<file path="src/rtl/cgp_pkg.sv">
/*
 * cgp_pkg: constants shared by the clock generator and its divider.
 * Assumes a single 40 MHz system clock; slow clocks are enable pulses.
 */
package cgp_pkg;
    localparam int CGP_CLK_MHZ = 40;
    localparam logic [7:0] CGP_PCC_RESET = 8'h03;
    localparam int CGP_PCC_CK_LSB = 0;
    localparam int CGP_PCC_CK_W = 3;
    localparam int CGP_PCC_CLS_BIT = 4;
    localparam int CGP_PCC_MCK_BIT = 6;
    localparam logic [7:0] CGP_PROTECT_KEY = 8'hA5;
    localparam int CGP_PLL_MULT = 4;
    localparam int CGP_PRE1_W = 10;
    localparam int CGP_PRE2_W = 5;
    localparam int CGP_PRE4_W = 7;
    localparam logic [2:0] CGP_SEL_SUB = 3'h6;
    localparam int CGP_WATCH_HZ = 32768;
    localparam int CGP_SUB_XT_HZ = 32768;
    localparam int CGP_SUB_RC_HZ = 20000;
    localparam int CGP_FX_HZ = 5000000;
endpackage : cgp_pkg

</file>
<file path="src/rtl/cgp_frac_div.sv">
/*
 * cgp_frac_div: fractional-rate enable pulse generator (accumulator).
 * Assumes en marks source ticks; out pulses at num/den of their rate.
 */
`timescale 1ns/1ps
module cgp_frac_div #(
    parameter int W = 32,
    parameter logic [W-1:0] NUM = 1,
    parameter logic [W-1:0] DEN = 2
) (
    input wire logic clk, // system clock
    input wire logic rst, // sync reset
    input wire logic en, // source tick
    output logic tick // output tick, one cycle
);
    logic [W-1:0] acc_q;

    always_ff @(posedge clk) begin
        if (rst) begin
            acc_q <= '0;
            tick <= 1'b0;
        end else begin
            tick <= 1'b0;
            if (en) begin
                if (acc_q + NUM >= DEN) begin
                    acc_q <= acc_q + NUM - DEN;
                    tick <= 1'b1;
                end else begin
                    acc_q <= acc_q + NUM;
                end
            end
        end
    end
endmodule : cgp_frac_div

</file>
<file path="src/rtl/cgp_clock_gen.sv">
/*
 * cgp_clock_gen: clock generator and prescalers as enable pulses.
 * Assumes osc_tick and the subclock ticks come from pins (synced here).
 * Every clock here except the output pin is a one-cycle enable at the 40 MHz rate.
 */
// Contract
// - halt main osc: halt, or stop bit with subclock
// - pll mode gives four times main osc
// - through mode passes main osc unchanged
// - pll select bit picks the mode
// - selector: main/1..32 or subclock, seven settings
// - prescaler one: main down to /1024
// - prescaler two: main /1..32 into selector
// - system clock feeds core and output pin
// - prescaler three: fixed 32.768 kHz watch tick
// - prescaler four: osc down to /128, watchdog
// - subclock crystal or RC by option
// - control reg resets 03h, protected writes
`timescale 1ns/1ps
module cgp_clock_gen
    import cgp_pkg::*;
#(
    parameter int PRE1_W = CGP_PRE1_W,
    parameter int PRE4_W = CGP_PRE4_W
) (
    input wire logic clk, // 40 MHz system clock
    input wire logic rst, // sync reset, active high
    input wire logic osc_tick, // main osc edge marker, pin
    input wire logic sub_xt_tick, // crystal subclock marker, pin
    input wire logic sub_rc_tick, // rc subclock marker, pin
    input wire logic sub_rc_option, // option: 1 selects rc subclock
    input wire logic halt_mode, // low-power halt state
    input wire logic pll_mode_select_bit, // 1 pll, 0 through
    input wire logic [7:0] pcc_wdata, // control write data
    input wire logic pcc_we, // control write strobe
    input wire logic [7:0] protect_wdata, // protect key write data
    input wire logic protect_we, // protect key write strobe
    output logic [7:0] processor_clock_ctrl_reg, // control readback
    output logic protect_err, // write without key, pulse
    output logic main_osc_stop, // main oscillator halt
    output logic main_clk_en, // main clock tick
    output logic sys_clk_en, // internal system clock tick
    output logic system_clock_output_pin, // system clock output
    output logic [PRE1_W:0] pre1_en, // peripheral ticks /1../1024
    output logic [PRE4_W:0] pre4_en, // watchdog ticks /1../128
    output logic watch_en, // 32.768 kHz watch tick
    output logic sub_clk_en // selected subclock tick
);
    logic [2:0] osc_s_q, xt_s_q, rc_s_q;
    logic osc_rise, xt_rise, rc_rise, sub_rise;
    logic [1:0] pll_cnt_q;
    logic [PRE1_W-1:0] pre1_q;
    logic [CGP_PRE2_W-1:0] pre2_q;
    logic [PRE4_W-1:0] pre4_q;
    logic [2:0] ck_act_q;
    logic armed_q;
    logic pll_base_q;
    logic out_q;

    // two flops, then the third flop only feeds edge detection
    always_ff @(posedge clk) begin
        if (rst) begin
            osc_s_q <= '0;
            xt_s_q <= '0;
            rc_s_q <= '0;
        end else begin
            osc_s_q <= {osc_s_q[1:0], osc_tick};
            xt_s_q <= {xt_s_q[1:0], sub_xt_tick};
            rc_s_q <= {rc_s_q[1:0], sub_rc_tick};
        end
    end
    assign osc_rise = osc_s_q[1] & ~osc_s_q[2];
    assign xt_rise = xt_s_q[1] & ~xt_s_q[2];
    assign rc_rise = rc_s_q[1] & ~rc_s_q[2];
    assign sub_rise = sub_rc_option ? rc_rise : xt_rise;

    // protected write: key write arms, next write commits
    always_ff @(posedge clk) begin
        if (rst) begin
            processor_clock_ctrl_reg <= CGP_PCC_RESET;
            armed_q <= 1'b0;
            protect_err <= 1'b0;
        end else begin
            protect_err <= 1'b0;
            if (protect_we) begin
                armed_q <= (protect_wdata == CGP_PROTECT_KEY);
            end else if (pcc_we) begin
                armed_q <= 1'b0;
                if (armed_q) begin
                    processor_clock_ctrl_reg <= pcc_wdata;
                end else begin
                    protect_err <= 1'b1;
                end
            end
        end
    end

    // stop bit acts on the selection actually in use (ck_act_q), not the cls bit
    assign main_osc_stop = halt_mode |
        (processor_clock_ctrl_reg[CGP_PCC_MCK_BIT] &
         (ck_act_q == CGP_SEL_SUB));

    // pll: four ticks per osc period, spaced per_q >> 2 cycles apart (per_q = measured period less one)
    logic [7:0] per_cnt_q, per_q, ph_cnt_q;
    always_ff @(posedge clk) begin
        if (rst) begin
            per_cnt_q <= '0;
            per_q <= '0;
        end else if (osc_rise) begin
            per_q <= per_cnt_q;
            per_cnt_q <= '0;
        end else if (per_cnt_q != 8'hFF) begin
            per_cnt_q <= per_cnt_q + 8'h01;
        end
    end
    logic pll_tick;
    always_ff @(posedge clk) begin
        if (rst) begin
            pll_cnt_q <= '0;
            ph_cnt_q <= '0;
            pll_base_q <= 1'b0;
        end else begin
            pll_base_q <= 1'b0;
            if (osc_rise) begin
                pll_cnt_q <= '0;
                ph_cnt_q <= '0;
                pll_base_q <= 1'b1;
            end else if (pll_cnt_q != 2'(CGP_PLL_MULT - 1)) begin
                if (ph_cnt_q + 8'h01 >= 8'(per_q >> 2)) begin
                    ph_cnt_q <= '0;
                    pll_cnt_q <= pll_cnt_q + 2'h1;
                    pll_base_q <= 1'b1;
                end else begin
                    ph_cnt_q <= ph_cnt_q + 8'h01;
                end
            end
        end
    end
    assign pll_tick = pll_base_q & ~main_osc_stop;
    // limitation: pll ticks are counted, not phase locked
    // after an osc restart the first period may give fewer ticks
    assign main_clk_en = pll_mode_select_bit ? pll_tick
        : (osc_rise & ~main_osc_stop);

    always_ff @(posedge clk) begin
        if (rst) begin
            pre1_q <= '0;
            pre2_q <= '0;
        end else if (main_clk_en) begin
            pre1_q <= pre1_q + 1'b1;
            pre2_q <= pre2_q + 1'b1;
        end
    end

    // tap k pulses when the low k bits roll over
    generate
        for (genvar k = 0; k <= PRE1_W; k++) begin : g_pre1
            if (k == 0) begin : g_z
                assign pre1_en[k] = main_clk_en;
            end else begin : g_n
                assign pre1_en[k] = main_clk_en & (&pre1_q[k-1:0]);
            end
        end
    endgenerate

    always_ff @(posedge clk) begin
        if (rst) begin
            pre4_q <= '0;
        end else if (osc_rise) begin
            pre4_q <= pre4_q + 1'b1;
        end
    end
    generate
        for (genvar k = 0; k <= PRE4_W; k++) begin : g_pre4
            if (k == 0) begin : g_z
                assign pre4_en[k] = osc_rise;
            end else begin : g_n
                assign pre4_en[k] = osc_rise & (&pre4_q[k-1:0]);
            end
        end
    endgenerate

    cgp_frac_div #(
        .W(32),
        .NUM(32'(CGP_WATCH_HZ)),
        .DEN(32'(CGP_FX_HZ))
    ) u_watch (
        .clk(clk),
        .rst(rst),
        .en(osc_rise),
        .tick(watch_en)
    );

    assign sub_clk_en = sub_rise;

    function automatic logic pre2_tap(input logic [2:0] sel,
                                      input logic [CGP_PRE2_W-1:0] cnt,
                                      input logic en);
        logic r;
        r = 1'b0;
        case (sel)
            3'h0: r = en;
            3'h1: r = en & cnt[0];
            3'h2: r = en & (&cnt[1:0]);
            3'h3: r = en & (&cnt[2:0]);
            3'h4: r = en & (&cnt[3:0]);
            3'h5: r = en & (&cnt[4:0]);
            default: r = 1'b0;
        endcase
        return r;
    endfunction : pre2_tap

    logic [2:0] ck_req;
    logic cur_tick;
    assign ck_req = processor_clock_ctrl_reg[CGP_PCC_CK_W-1:0];
    assign cur_tick = (ck_act_q == CGP_SEL_SUB) ? sub_rise
        : pre2_tap(ck_act_q, pre2_q, main_clk_en);

    // switch only at the end of a whole output period, so no short pulse
    always_ff @(posedge clk) begin
        if (rst) begin
            ck_act_q <= CGP_PCC_RESET[2:0];
        end else if (cur_tick && !out_q && ck_req != ck_act_q
                     && ck_req != 3'h7) begin
            ck_act_q <= ck_req;
        end
    end
    assign sys_clk_en = cur_tick;

    always_ff @(posedge clk) begin
        if (rst) begin
            out_q <= 1'b0;
        end else if (cur_tick) begin
            out_q <= ~out_q;
        end
    end
    assign system_clock_output_pin = out_q;

    // cls bit is readback only; the stop logic uses ck_act_q
    logic cls_seen;
    assign cls_seen = processor_clock_ctrl_reg[CGP_PCC_CLS_BIT];

    a_ctrl_reset: assert property (@(posedge clk)
        rst |=> processor_clock_ctrl_reg == CGP_PCC_RESET)
        else $error("control reg reset value wrong");
    a_ctrl_protect: assert property (@(posedge clk) disable iff (rst)
        pcc_we && !protect_we && !armed_q
        |=> $stable(processor_clock_ctrl_reg) && protect_err)
        else $error("unprotected write accepted");
    a_ctrl_commit: assert property (@(posedge clk) disable iff (rst)
        pcc_we && !protect_we && armed_q
        |=> processor_clock_ctrl_reg == $past(pcc_wdata))
        else $error("keyed write not applied");
    a_osc_halt: assert property (@(posedge clk) disable iff (rst)
        halt_mode |-> main_osc_stop && !main_clk_en)
        else $error("main osc runs in halt");
    a_osc_keep: assert property (@(posedge clk) disable iff (rst)
        !halt_mode && ck_act_q != CGP_SEL_SUB |-> !main_osc_stop)
        else $error("main osc stopped without subclock");
    a_mck_stop: assert property (@(posedge clk) disable iff (rst)
        processor_clock_ctrl_reg[CGP_PCC_MCK_BIT] && ck_act_q == CGP_SEL_SUB
        |-> main_osc_stop)
        else $error("stop bit ignored on subclock");
    a_thru_mode: assert property (@(posedge clk) disable iff (rst)
        !pll_mode_select_bit && !main_osc_stop
        |-> main_clk_en == osc_rise)
        else $error("through mode altered clock");
    a_pre1_top: assert property (@(posedge clk) disable iff (rst)
        pre1_en[PRE1_W] |-> main_clk_en && (&pre1_q))
        else $error("prescaler one top tap wrong");
    a_pre2_div: assert property (@(posedge clk) disable iff (rst)
        sys_clk_en && ck_act_q != CGP_SEL_SUB |-> main_clk_en)
        else $error("system tick without main tick");
    a_pre4_top: assert property (@(posedge clk) disable iff (rst)
        pre4_en[PRE4_W] |-> osc_rise && (&pre4_q))
        else $error("prescaler four top tap wrong");
    a_watch_src: assert property (@(posedge clk) disable iff (rst)
        watch_en |-> $past(osc_rise))
        else $error("watch tick without osc edge");
    a_sel_glitch: assert property (@(posedge clk) disable iff (rst)
        $changed(ck_act_q) |-> $past(cur_tick) && !$past(out_q))
        else $error("selector switched mid period");
    a_sel_seven: assert property (@(posedge clk) disable iff (rst)
        ck_req == 3'h7 |=> $stable(ck_act_q))
        else $error("reserved selector code applied");
    a_sub_sel: assert property (@(posedge clk) disable iff (rst)
        ck_act_q == CGP_SEL_SUB |-> sys_clk_en == sub_rise)
        else $error("subclock selection wrong");
    a_out_toggle: assert property (@(posedge clk) disable iff (rst)
        sys_clk_en |=> system_clock_output_pin != $past(out_q))
        else $error("clock output did not toggle");

    c_pll_on: cover property (@(posedge clk) disable iff (rst)
        pll_mode_select_bit && main_clk_en);
    c_to_sub: cover property (@(posedge clk) disable iff (rst)
        $changed(ck_act_q) && ck_act_q == CGP_SEL_SUB);
    c_good_write: cover property (@(posedge clk) disable iff (rst)
        pcc_we && armed_q);
    c_osc_stop: cover property (@(posedge clk) disable iff (rst)
        main_osc_stop && !halt_mode && !cls_seen);
    c_halt: cover property (@(posedge clk) disable iff (rst)
        halt_mode && main_osc_stop);
endmodule : cgp_clock_gen

</file>
<file path="config.mk">
export PLATFORM = sky130hd
export DESIGN_NAME = cgp_clock_gen
export DESIGN_NICKNAME = d
export VERILOG_FILES = /design/src/rtl/cgp_pkg.sv /design/src/rtl/cgp_frac_div.sv /design/src/rtl/cgp_clock_gen.sv
export SDC_FILE = /design/constraint.sdc
export NUM_CORES = 1
export LEC_CHECK = 0
export ABC_CLOCK_PERIOD_IN_PS = 3150
export BUFFER_PORTS_ARGS = -buffer_cell sky130_fd_sc_hd__buf_2
export CORE_MARGIN = 4
export CORE_UTILIZATION = 60
export DETAILED_ROUTE_END_ITERATION = 10
export GPL_TIMING_DRIVEN = 0
export HOLD_SLACK_MARGIN = 0.12
export PLACE_DENSITY = 0.78
export SYNTH_ARGS = -nofsm -noshare
export SYNTH_HDL_FRONTEND = slang
export SYNTH_HIERARCHICAL = 1
export SYNTH_SLANG_ARGS = --single-unit
</file>
<file path="constraint.sdc">
create_clock -name clk -period 3.15 [get_ports clk]
set_input_delay 0.1575 -clock clk [delete_from_list [all_inputs] [get_ports clk]]
set_output_delay 0.1575 -clock clk [all_outputs]
set_load 0.03 [all_outputs]
</file>
==> results.md <==
- The flow ran to the end, and the final reports show no timing, DRC or antenna violations.
- The synthesized design devotes to its leading area cell type 33.8% of total area.
- The initial utilization of the core area, before any placement, comes to 62.0%.
- The congestion estimate from routability-driven global placement came to around 0.95.
- The total DRC errors in the routed layout is 0.
- The sequential fraction of the synthesis area is 33.8%.
- TritonCTS built the clock tree.
- The first global-routing pass estimated 23500 um of wire.
- For this design the ratio of total power to cell area is 448 nW/um^2.
- The area of the placeable core is 9280 sq um.
- The deepest level of the CTS H-tree is 3.
- The total overflow left after global routing is 0.
- Of all nets on the critical path, the largest fanout is 10.
- The warning count from the yosys run is 6.
- The portion of total power attributed to the clock network is 28.7%.
- The worst slack at placement is 22.7 ps.
- The floorplan row count is 35.
- After detailed routing, the number of vias per cell comes to 5.74.
- The die is 106 um tall.
- The area growth from synthesis to layout is 14.2%.
- By area the synthesized netlist is led by dfxtp_1 34%, nor2_1 5.5%, ha_1 4.8%.
- Net switching is 33.2% of the power.
- The via count of the first global-routing pass came to about 5000.
- Clock-pin slew was measured on the worst setup and hold paths at 100 ps.
- TritonCTS created 9 clock buffers.
- For the finished layout, the period the worst path requires is 2960 ps.
- The number of port buffers is a little under 60.
- For the worst flop-to-flop path, the logic depth is 11.
- The final wirelength is 13700 um.
- The required time reported for the critical path endpoint is 3400 ps.
- On the final layout, the worst clock skew is 15.6 ps.
- In this run the power spent charging and discharging nets is 977 uW.
- The accumulated negative setup slack is 0 ps.
- The fraction of the core area covered by cells at the end of the flow is 70.8%.
- The count of boundary I/O pins is 60.
- In this run the horizontal extent of the chip is 106 um.
- The critical hold path startpoint is protect_wdata[3].
- The maximum resistive drop on vdd is 0.251 mV.
- The worst register-to-register path ends at u_watch/acc_q[30].
- The number of flip-flops in the largest register is 26.
- In this run the register-to-register setup slack is 190 ps.
- The end of the worst hold path is armed_q.
- The netlist area before placement is 5750 sq um.
- The latest clock arrival within the worst-skew pair is approximately 370 ps.
- After legalization and detailed placement, the total HPWL measured 9620 um.
- The number of fillers in the final layout is 761.
- The worst-case headroom to the max-slew limit is between 50% and 60%.
- The hold violation total from the final report is 0.
- The detailed-routing iteration count for the pre-antenna-repair pass is 6.
- The average cell area after synthesis is 8.28 sq um.
- The count of pins over their slew limit came to 0.
- The area occupied by registers is 1940 sq um.
- The internal power of the cells totals about 2000 uW.
- The die covers around 11000 sq um.
- Clock tree synthesis found a total of 97 sinks.
- For this run, the top clock speed supported by timing is 0.338 GHz.
- Setup repair after global routing left no endpoint under its margin.
- The maximum number of pins on one net before global-route repair is 18.
- The sequential power share is around 45%.
- The category of the critical setup timing path is reg2reg.
- The top cell types in the final layout, fill and taps aside, are 97 x dfxtp_1, 84 x nor2_1, 67 x buf_2.
- At the pin with the least slew margin, the transition time is 665 ps.
- The most used flip-flop cell after synthesis is dfxtp_1.
- The post-synthesis instance total is 695.
- The number of nets handed over by synthesis was 743.
- The startpoint identified for the worst register-to-register timing path is u_watch/acc_q[16].
- The worst hold path passes through 4 cells.
- The clock passes through at most 2 buffers.
- In this run, synthesis inferred 0 flip-flops with an integrated enable.
- The arrival time of data at the critical path endpoint is between 3000 and 4000 ps.
- Setup violations remaining at the end of the flow were counted as 0.
- The fraction of synthesis flops using an asynchronous set or reset pin is 0%.
- The overall via count from detail_route is 5236.
- The tightest min-delay check is of the in2reg type.
- The post-synthesis sequential element count is 97.
- The overall global routing resource usage is 25.0%.
- The share of post-route cells with drive strength above 1 is 16.0%.
- Combinational logic burns 26.3% of the power.
- The number of max-cap violations is 0.
- STA classifies the critical path startpoint as a flop.
- The register name with the most flops is u_watch/acc_q.
- For this design the static power due to leakage is roughly 0.0027 uW.
- The wire length per cell is 15.0 um.
- The final clock period utilization by the worst path is 94.0%.
- The count of cell types in the netlist is 80.
- After the first detailed-routing iteration, the DRC count stood at approximately 350.
- The number of diodes is 0.
- The number of antenna violations at the first check in global routing is 0.
- The largest area contributor in the synthesized netlist is dfxtp_1.
- In this run the clock root is driven by a clkbuf_8.
- At the end of the flow, the number of nets in the layout was 826.
- The capturing element type of the critical path is a flop.
- In the final layout, the registers with the most flip-flops are u_watch/acc_q x26, pre1_q x10.
- The multi-input combinational cell area is 3490 sq um.
- Once routing completed, OpenROAD measured the worst setup slack at 188 ps.
- Once detail routing completed, the nets flagged for antenna violations numbered 0.
- The leading cell type in the layout, fill and taps excluded is dfxtp_1.
==> how the worst max path moves through the flow <==
stage                            startpoint                end  slack [ps]  depth (start not counted)
after floorplan           u_watch/acc_q[16]  u_watch/acc_q[30]         480                         11
after global placement    u_watch/acc_q[16]  u_watch/acc_q[30]          20                         11
after detailed placement  u_watch/acc_q[16]  u_watch/acc_q[30]          20                         11
after CTS                 u_watch/acc_q[16]  u_watch/acc_q[30]           1                         12
after global routing      u_watch/acc_q[16]  u_watch/acc_q[21]          20                         12
final                     u_watch/acc_q[16]  u_watch/acc_q[30]         190                         11
==> logic make-up after synthesis <==
kind of cell             count (synthesis)  share of synthesized area [%]
AO/OA/AOI/OAI                          121                           15.7
XOR/XNOR                                45                           6.85
adder cells (fa/ha/maj)                 22                           4.78
buffers and inverters                   72                           5.85
flip-flops                              97                           33.8
multiplexers                            23                           4.11
AND/OR/NAND/NOR                        315                           28.9
==> per-layer routing <==
layer	up-vias	part of all wire [%]	track usage, %	wire length [um]
met1	2418	45	33.4	6180
met3	19	6.7	4.55	918
met2	189	47	41.7	6390
met5	-	0	0	0
li1	2610	-	-	-
met4	0	1.3	6.66	184
==> cell usage after synthesis, types with 5 or more instances <==
library cell	count
nand4_1	18
a211oi_1	6
and3_1	16
nand3_1	28
nand2_1	62
buf_4	10
buf_2	9
a31oi_1	9
inv_1	23
a21oi_1	30
and4_1	7
nor2b_1	16
o21ai_0	13
mux2i_1	18
xnor2_1	19
and2_1	23
nor3_1	12
a21o_1	5
o211ai_1	6
ha_1	22
nor2_1	84
xor2_1	26
nand3b_1	6
or3_1	6
clkbuf_1	22
dfxtp_1	97
a211o_1	8
nand2b_1	9
==> worst max-delay path, stage by stage (launching register included) <==
cell and delay (ps):
dfxtp_1 490, ha_2 330, clkbuf_4 260, xnor2_1 130, and2_1 130, mux2i_1 160, a211oi_4 300, nand4b_4 200
buf_6 200, a21o_1 150, a21oi_1 140, mux2_1 330
==> through the flow <==
stage	instances	power (uW)	cell area, sq um	hold WS [ps]
4_1_cts	913	2950	6560	122
3_5_place_dp	883	2100	6210	373
3_3_place_gp	883	2080	6210	369
6_report	912	2940	6570	132
2_1_floorplan	695	1910	5750	237
5_1_grt	912	3100	6570	179
==> timing repair <==
item / CTS / global route
endpoints found under the hold margin: 13 / 0
endpoints found under the setup margin: 1 / 29
hold buffers: 14 / 0
setup buffers: 0 / 0
resized for setup: 1 / 4
==> final cells by class <==
type	instances	area share, %
sequential	97	29.6
timing repair buffer	73	6.63
clock buffer	10	1.94
inverter	25	1.43
clock inverter	6	1.16
multi-input combinational	526	53.2
tap	129	2.46
buffer	46	3.67
==> power by group through the flow <==
stage          clock [uW]  sequential (uW)  combinational [uW]
2_1_floorplan           0             1340                 568
6_report              846             1320                 775
3_5_place_dp            0             1350                 746
5_1_grt               912             1330                 853
4_1_cts               862             1320                 762
3_3_place_gp            0             1350                 734
(Power assumes the default switching activity.)
